===== config.mk =====
export PLATFORM = sky130hd
export DESIGN_NAME = scs_shutdown_clock_select
export DESIGN_NICKNAME = d
export VERILOG_FILES = /design/src/verilog/scs_pkg.sv /design/src/verilog/scs_shutdown_clock_select.sv
export SDC_FILE = /design/constraint.sdc
export NUM_CORES = 1
export LEC_CHECK = 0
export BUFFER_PORTS_ARGS = -buffer_cell sky130_fd_sc_hd__buf_2
export CAP_MARGIN = 20
export CORE_ASPECT_RATIO = 0.6
export CORE_UTILIZATION = 42
export DETAILED_ROUTE_END_ITERATION = 10
export GPL_ROUTABILITY_DRIVEN = 0
export PLACE_DENSITY = 0.83
export SETUP_SLACK_MARGIN = 0.2
export SLEW_MARGIN = 10
export SYNTH_ARGS = -nofsm -noshare
export SYNTH_HDL_FRONTEND = slang
export SYNTH_SLANG_ARGS = --single-unit

===== constraint.sdc =====
create_clock -name clk -period 1.9 [get_ports clk]
set_clock_uncertainty 0.15 [all_clocks]
set_input_delay 0.19 -clock clk [delete_from_list [all_inputs] [get_ports clk]]
set_output_delay 0.19 -clock clk [all_outputs]
set_load 0.03 [all_outputs]

===== src/verilog/scs_pkg.sv =====
/*
 * Constants for the shutdown and clock select block: register index,
 * field positions, reset values and clock rate codes.
 * Assumes a plain register port with 16-bit word indexes.
 */
`default_nettype none
package scs_pkg;
   // ==========================================================
   // Register map
   // ==========================================================
   localparam logic [15:0] ENABLE_AND_CLOCK_CONFIG = 16'h0521; // Register index
   localparam logic [15:0] STATUS_REG              = 16'h0522; // Read-only state view
   localparam logic [31:0] CFG_RESET               = 32'h0000_0000;
   localparam logic [31:0] CFG_WRITE_MASK          = 32'h0000_5f07; // Bits 14,12,11:8,2:0

   // ==========================================================
   // Field positions
   // ==========================================================
   localparam int RUN_ENABLE_BIT   = 0;
   localparam int SW_SHUTDOWN_BIT  = 1;
   localparam int PULSE_MODE_BIT   = 2;
   localparam int RATE_LSB         = 8;
   localparam int CLK_SRC_BIT      = 11;
   localparam int OSC_SELECT_BIT   = 12;
   localparam int OSC_STOP_BIT     = 14;

   // ==========================================================
   // Clock rate codes (1.536 to 24.576 MHz)
   // ==========================================================
   localparam logic [2:0] RATE_1M536  = 3'h0;
   localparam logic [2:0] RATE_3M072  = 3'h1;
   localparam logic [2:0] RATE_6M144  = 3'h2;
   localparam logic [2:0] RATE_12M288 = 3'h3;
   localparam logic [2:0] RATE_24M576 = 3'h4;
   localparam logic [2:0] RATE_MAX    = 3'h4;

   // Initial pulse-mode state after reset: enabled
   localparam logic       TOGGLE_RESET = 1'b1;
   // Synchroniser reset value: the pin's idle (run) level
   localparam logic       PIN_IDLE     = 1'b1;
endpackage : scs_pkg
`default_nettype wire


===== src/verilog/scs_shutdown_clock_select.sv =====
/*
 * Shutdown control and reference clock selection.
 * Assumes a single 100 MHz clock, a host register port with one-cycle
 * strobes, and an asynchronous shutdown pin from the board.
 */
// The implementer's own choice: strobed register access.
`timescale 1ns/1ps
`default_nettype none

module scs_shutdown_clock_select
   import scs_pkg::*;
(
   input  wire logic        clk,            // 100 MHz system clock
   input  wire logic        rstn,           // Async reset, active low
   input  wire logic [15:0] reg_addr,       // Register index
   input  wire logic [31:0] reg_wdata,      // Write data
   input  wire logic        reg_wr,         // Write strobe
   input  wire logic        reg_rd,         // Read strobe
   output logic      [31:0] reg_rdata,      // Read data, cycle after strobe
   input  wire logic        shutdown_n_pin, // Board shutdown line
   output logic             device_enable,  // Device running
   output logic             ref_clk_sel,    // 0 master clock, 1 bit clock
   output logic      [2:0]  ref_clk_rate,   // Reference rate code
   output logic             power_mgmt_osc_run // Oscillator running
);

   // ==========================================================
   // Configuration register
   // ==========================================================
   logic [31:0] cfg;          // Survives every shutdown
   logic        pin_meta;     // First synchroniser stage
   logic        pin_sync;     // Second synchroniser stage
   logic        pin_prev;     // Previous synchronised level
   logic        toggle_state; // Pulse-mode enable state

   // Decode: hits, strobes and the next values of the registered outputs.
   // Rate codes 5 to 7 pass through unchecked; the host owns that choice.
   wire         cfg_hit      = (reg_addr == ENABLE_AND_CLOCK_CONFIG);
   wire         stat_hit     = (reg_addr == STATUS_REG);
   wire         cfg_we       = reg_wr && cfg_hit;
   wire         pin_rise     = pin_sync && !pin_prev;
   wire         sw_mode      = cfg[SW_SHUTDOWN_BIT];
   wire         pulse_mode   = cfg[PULSE_MODE_BIT];
   wire [31:0]  stat_word    = {28'h0000000, power_mgmt_osc_run, ref_clk_sel,
                                toggle_state, device_enable};
   wire [31:0]  next_rdata   = cfg_hit ? cfg : (stat_hit ? stat_word : 32'h0000_0000);
   wire         next_enable  = sw_mode ? cfg[RUN_ENABLE_BIT]
                             : (pulse_mode ? toggle_state : pin_sync);
   wire         next_osc_run = !(cfg[OSC_SELECT_BIT] && cfg[OSC_STOP_BIT]);

   // Register write; only shutdown-independent host writes change it
   always_ff @(posedge clk or negedge rstn) begin
      if (!rstn) begin
         cfg <= CFG_RESET;
      end else if (cfg_we) begin
         cfg <= reg_wdata & CFG_WRITE_MASK;
      end
   end

   // Read data one cycle after the strobe, zero otherwise
   always_ff @(posedge clk or negedge rstn) begin
      if (!rstn) begin
         reg_rdata <= 32'h0000_0000;
      end else begin
         reg_rdata <= reg_rd ? next_rdata : 32'h0000_0000;
      end
   end

   // ==========================================================
   // Shutdown pin synchroniser and edge detect
   // ==========================================================
   // Two stages so one bounce-free edge gives exactly one toggle.
   // Stages reset to the pin's idle level, so a pulse-mode write right after
   // reset never sees a false rising edge; the trade-off is that with the pin
   // held low the enable shows high for two cycles until the stages fill.
   always_ff @(posedge clk or negedge rstn) begin
      if (!rstn) begin
         pin_meta <= PIN_IDLE;
         pin_sync <= PIN_IDLE;
         pin_prev <= PIN_IDLE;
      end else begin
         pin_meta <= shutdown_n_pin;
         pin_sync <= pin_meta;
         pin_prev <= pin_sync;
      end
   end

   // Pulse-mode state flips on each rising edge; held in other modes
   always_ff @(posedge clk or negedge rstn) begin
      if (!rstn) begin
         toggle_state <= TOGGLE_RESET;
      end else if (!sw_mode && pulse_mode && pin_rise) begin
         toggle_state <= !toggle_state;
      end
   end

   // ==========================================================
   // Outputs, all registered
   // ==========================================================
   // Rate and source feed the clock tree that every engine uses
   always_ff @(posedge clk or negedge rstn) begin
      if (!rstn) begin
         device_enable      <= 1'b0;
         ref_clk_sel        <= 1'b0;
         ref_clk_rate       <= RATE_1M536;
         power_mgmt_osc_run <= 1'b1;
      end else begin
         device_enable      <= next_enable;
         ref_clk_sel        <= cfg[CLK_SRC_BIT];
         ref_clk_rate       <= cfg[RATE_LSB +: 3];
         power_mgmt_osc_run <= next_osc_run;
      end
   end

   // ==========================================================
   // Assertions
   // ==========================================================
   // Checks that look back across a reset release start only once rstn was
   // high at a full edge: the flops still see reset at the releasing edge
   // while the disable condition already reads high there.

   // Registered source follows the stored source bit one edge later
   property p_src;
      @(posedge clk) disable iff (!rstn) 1'b1 ##1 ref_clk_sel == $past(cfg[CLK_SRC_BIT]);
   endproperty
   a_src: assert property (p_src) else $error("clock source mismatch");

   // A written rate code reaches the clock tree two edges later
   property p_rate;
      @(posedge clk) disable iff (!rstn) cfg_we |-> ##2 ref_clk_rate == $past(reg_wdata[RATE_LSB +: 3], 2);
   endproperty
   a_rate: assert property (p_rate) else $error("rate not applied");

   // Three settled level-mode cycles: enable copies the synchronised pin
   property p_hw_level;
      @(posedge clk) disable iff (!rstn)
         (!sw_mode && !pulse_mode) [*3] |-> device_enable == $past(pin_sync);
   endproperty
   a_hw_level: assert property (p_hw_level) else $error("level mode wrong");

   // A pulse-mode rising edge flips the stored state
   property p_pulse;
      @(posedge clk) disable iff (!rstn)
         (!sw_mode && pulse_mode && pin_rise) |=> toggle_state != $past(toggle_state);
   endproperty
   a_pulse: assert property (p_pulse) else $error("no toggle on edge");

   // Without a pulse-mode rising edge the stored state holds
   property p_hold;
      @(posedge clk) disable iff (!rstn)
         !(!sw_mode && pulse_mode && pin_rise) |=> $stable(toggle_state);
   endproperty
   a_hold: assert property (p_hold) else $error("toggle without edge");

   // Software mode: the run-enable bit alone decides
   property p_sw;
      @(posedge clk) disable iff (!rstn) sw_mode |=> device_enable == $past(cfg[RUN_ENABLE_BIT]);
   endproperty
   a_sw: assert property (p_sw) else $error("software mode wrong");

   // Only a host write may change the configuration
   property p_keep;
      @(posedge clk) disable iff (!rstn) !cfg_we |=> $stable(cfg);
   endproperty
   a_keep: assert property (p_keep) else $error("config changed");

   // A read of the configuration returns the stored word
   property p_readback;
      @(posedge clk) disable iff (!rstn)
         (reg_rd && cfg_hit) |=> reg_rdata == $past(cfg);
   endproperty
   a_readback: assert property (p_readback) else $error("config readback wrong");

   // Read data stands for one cycle only, zero when no read was made
   property p_rd_idle;
      @(posedge clk) disable iff (!rstn) !reg_rd |=> reg_rdata == 32'h0000_0000;
   endproperty
   a_rd_idle: assert property (p_rd_idle) else $error("stale read data");

   // Both oscillator bits set stop it
   property p_osc;
      @(posedge clk) disable iff (!rstn)
         (cfg[OSC_SELECT_BIT] && cfg[OSC_STOP_BIT]) |=> !power_mgmt_osc_run;
   endproperty
   a_osc: assert property (p_osc) else $error("oscillator not stopped");

   // Either oscillator bit clear keeps it running
   property p_osc_run;
      @(posedge clk) disable iff (!rstn)
         !(cfg[OSC_SELECT_BIT] && cfg[OSC_STOP_BIT]) |=> power_mgmt_osc_run;
   endproperty
   a_osc_run: assert property (p_osc_run) else $error("oscillator stopped early");

   // Synchroniser depth: the pin shows two edges later
   property p_sync;
      @(posedge clk) disable iff (!rstn) $past(rstn) |-> ##2 pin_sync == $past(shutdown_n_pin, 2);
   endproperty
   a_sync: assert property (p_sync) else $error("sync depth wrong");

   // Pin control: enable follows the pulse state or the pin level
   property p_hwdef;
      @(posedge clk) disable iff (!rstn) ($past(rstn) && !sw_mode) |=>
         device_enable == ($past(pulse_mode) ? $past(toggle_state) : $past(pin_sync));
   endproperty
   a_hwdef: assert property (p_hwdef) else $error("pin mode wrong");

   // Main scenarios
   c_pulse_toggle: cover property (@(posedge clk) disable iff (!rstn) pulse_mode && pin_rise);
   c_sw_off:       cover property (@(posedge clk) disable iff (!rstn) sw_mode && !device_enable);
   c_osc_stop:     cover property (@(posedge clk) disable iff (!rstn) !power_mgmt_osc_run);
   c_bitclk:       cover property (@(posedge clk) disable iff (!rstn) ref_clk_sel);
   c_level_off:    cover property (@(posedge clk) disable iff (!rstn) !sw_mode && !pulse_mode && !device_enable);

endmodule : scs_shutdown_clock_select
`default_nettype wire


==> flow_summary.yaml <==
setup_path:
  rr_startpoint: "toggle_state"
  crit_path_end_kind: "register"
  worstPathCellList: "buf_2 -> or4_4 -> nor4_4 -> and3_4 -> buf_12 -> mux2_2"
  critPathMaxStageDelay_ns: 0.53
  worstSetupPathType: "input pin to register"
  slowest_stage: "or4_4"
  reg2regPathDepth: 2
  ff2ff_setup_slack_ns: 0.84
  cp.arrival_ns: 1.75
  critPathLaunchType: "input pin"
  worstSetupStartpoint: "reg_addr[15]"
  worst-path-buf-inv: 2
  path_max_fanout: 9
  crit_cells: 6
  path_delay_family: "simple AND/OR/NAND/NOR gates"
  r2r_end: "device_enable"
  endpoint: "cfg[14]"
  cp.required_ns: 1.91
grt:
  grt.overflow.total: 0
  antenna_found_initial: 0
  grt_use_total: 0.158
  grt_pass1_wl_mm: 3.43
  first_global_vias: 778
  grt_max_degree: 30
placed_design:
  dpl.hpwl_mm: 1.68
  post_dp_cell_area_sq_mm: 0.00143
  portBuffers: 45
  preCtsSetupSlack_ns: -0.145
detailed_routing:
  drt_wl_total_mm: 2.25
  firstDrtPassIters: 2
  drt.antenna.violating_nets: 0
  routedWlPerCell_microns: 11.8
  vias: 823
  viasPerCell: 4.31
  drc: 0
  drt_iter0_drc: 29
sta:
  hold_viol: 0
  period_minus_slack_ns: 1.74
  fmax_mhz: 574
  fin_ws_ns: 0.158
  min_period_over_period: 0.917
  setup_viol: 0
  hold-worst-slack_ns: 0.00532
  slew_violations: 0
  rsz0062_at_grt: "yes"
  relSlewSlack: 0.594
  max_slew.worst_pin.slew_ns: 0.609
power_and_ir_drop:
  leakage_uw: 0.000876
  ir_worst_vdd_uv: 448
  clkPwrFrac: 0.401
  total_power_uw: 1260
  power_density_mw_per_mm2: 778
  internal_power_uw: 960
  swShare: 0.241
  p_sw_uw: 304
  sequentialPowerShare: 0.497
  p_comb_frac: 0.103
layout:
  regArea_sq_um: 732
  nets: 211
  stdcell_area_sq_mm: 0.00162
  nFillCells: 229
  syn2layout_area_growth_pct: 32.4
  multi_input_area_sq_um: 404
  n_antenna_cell: 0
  layout-drive-gt1-share: 0.453
synth:
  ys_warn_count: 0
  syn_area_per_cell_sq_um: 12.9
  synthTopCellsByArea: "dfrtp_1 (49%), buf_4 (13%), dfstp_2 (11%)"
  synth-edff-count: 0
  synth_top_cell_area_share: 0.490
  synthArstFlopShare: 1.00
  synth.ff_latch_count: 29
  syn_area_sq_mm: 0.00123
  ys_seq_area_frac: 0.597
  synth.distinct_cells: 21
  syn_inst: 95
  synth_flop_cell: "dfrtp_1"
  synth_top_area_cell: "dfrtp_1"
clock_tree:
  cts.sinks: 29
  cts-root-buf: "clkbuf_8"
  h-tree-depth: 2
  clk_latency_ns: 0.28
  clk_path_buf_depth: 2
  cts_tree: "yes"
  path_clk_slew_ns: 0.06
  cts_made_buffers: 5
run_status:
  status: "completed"
floorplanning:
  io_pins: 91
  die_h_microns: 43.9
  dieArea_sq_mm: 0.00315
  row_count: 14
  die_w_microns: 71.8
  start_util: 0.467
  core-area_sq_mm: 0.00263
job:
  drv_cap: 0
hold_path:
  hold_path.class: "input pin to register"
synth_stat cells, types with 2 or more instances:
cell type  instances
nor2_1             6
nand2_1            4
and2_1             7
buf_4             22
dfstp_2            5
nor2b_1            2
mux2_2             8
dfrtp_1           24
nand3_1            2
a22oi_1            3
and3_1             2
per-layer routing:
layer  wire, microns  GRT usage  part of all wire
met1             935      0.179              0.42
met2            1070      0.249              0.48
met3             201     0.0674             0.090
met4              33      0.106             0.015
met5               0          0                 0
kinds of logic after synthesis:
family | count (synthesis) | synth area share
DFF | 29 | 0.597
other | 1 | 0.00306
buffers and inverters | 23 | 0.144
muxes | 10 | 0.0908
AOI/OAI and AO/OA | 4 | 0.0224
xor gates and xnor gates | 1 | 0.00714
and+or+nand+nor | 27 | 0.136
state kept, by name, indices dropped and copies added, names as in the netlist:
name and count:
power_mgmt_osc_run 1, pin_sync 1, pin_prev 1, device_enable 1
pin_meta 1, toggle_state 1, reg_rdata 10, ref_clk_sel 1
cfg 9, ref_clk_rate 3
area by class of cell:
type                            instances  area share
Clock buffer                            8      0.0555
Multi-Input combinational cell         64       0.249
Sequential cell                        29       0.451
Tap cell                               32      0.0247
Timing Repair Buffer                   58       0.220
metrics by stage:
| step | std cells | utilization | TNS [ns] |
|---|---|---|---|
| 2_1_floorplan | 116 | - | 0 |
| 3_3_place_gp | 173 | 0.544 | -1.18 |
| 3_5_place_dp | 173 | 0.544 | -1.23 |
| 4_1_cts | 191 | 0.617 | 0 |
| 5_1_grt | 191 | 0.618 | 0 |
| 6_report | 191 | 0.618 | 0 |
cell usage in the layout (no fill, tap or decap):
master	instances
a22oi_1	3
and2_1	7
and3_1	1
and3_4	1
and4_4	1
buf_12	1
buf_2	45
buf_4	3
clkbuf_1	2
clkbuf_8	6
conb_1	22
dfrtp_1	24
dfstp_2	5
dlygate4sd3_1	9
mux2_1	1
mux2_2	8
mux2i_1	1
nand2_1	4
nand3_1	2
nor2_1	6
nor2b_1	2
nor4_4	1
nor4b_1	1
o21ai_0	1
or4_4	1
xnor2_1	1
repair_timing:
action                     4_1_cts  5_1_grt
hold endpoints to repair        32        0
buffers inserted                 1        0
setup endpoints to repair        9       15
pin swaps                        0        1
resized for setup                1        2
hold buffers                     9        0
power groups by stage:
stage	combinational, uW	sequential, uW	clock (uW)
CTS	130	627	523
global route	141	627	552
global placement	113	638	0
floorplan	101	640	0
finish	130	628	506
detailed placement	115	638	0
worst min path at each step:
stage / slack, ns / startpoint / cells after the start / to
6_report: 0.005 / reg_wdata[2] / 2 / cfg[2]
2_1_floorplan: -0.26 / rstn / 0 / cfg[0]
3_5_place_dp: 0.08 / rstn / 1 / reg_rdata[8]
4_1_cts: 0.002 / reg_wdata[2] / 2 / cfg[2]
5_1_grt: 0.002 / reg_wdata[2] / 2 / cfg[2]
3_3_place_gp: 0.07 / rstn / 1 / ref_clk_rate[0]
Note: power is estimated with default switching activity, not from simulation.
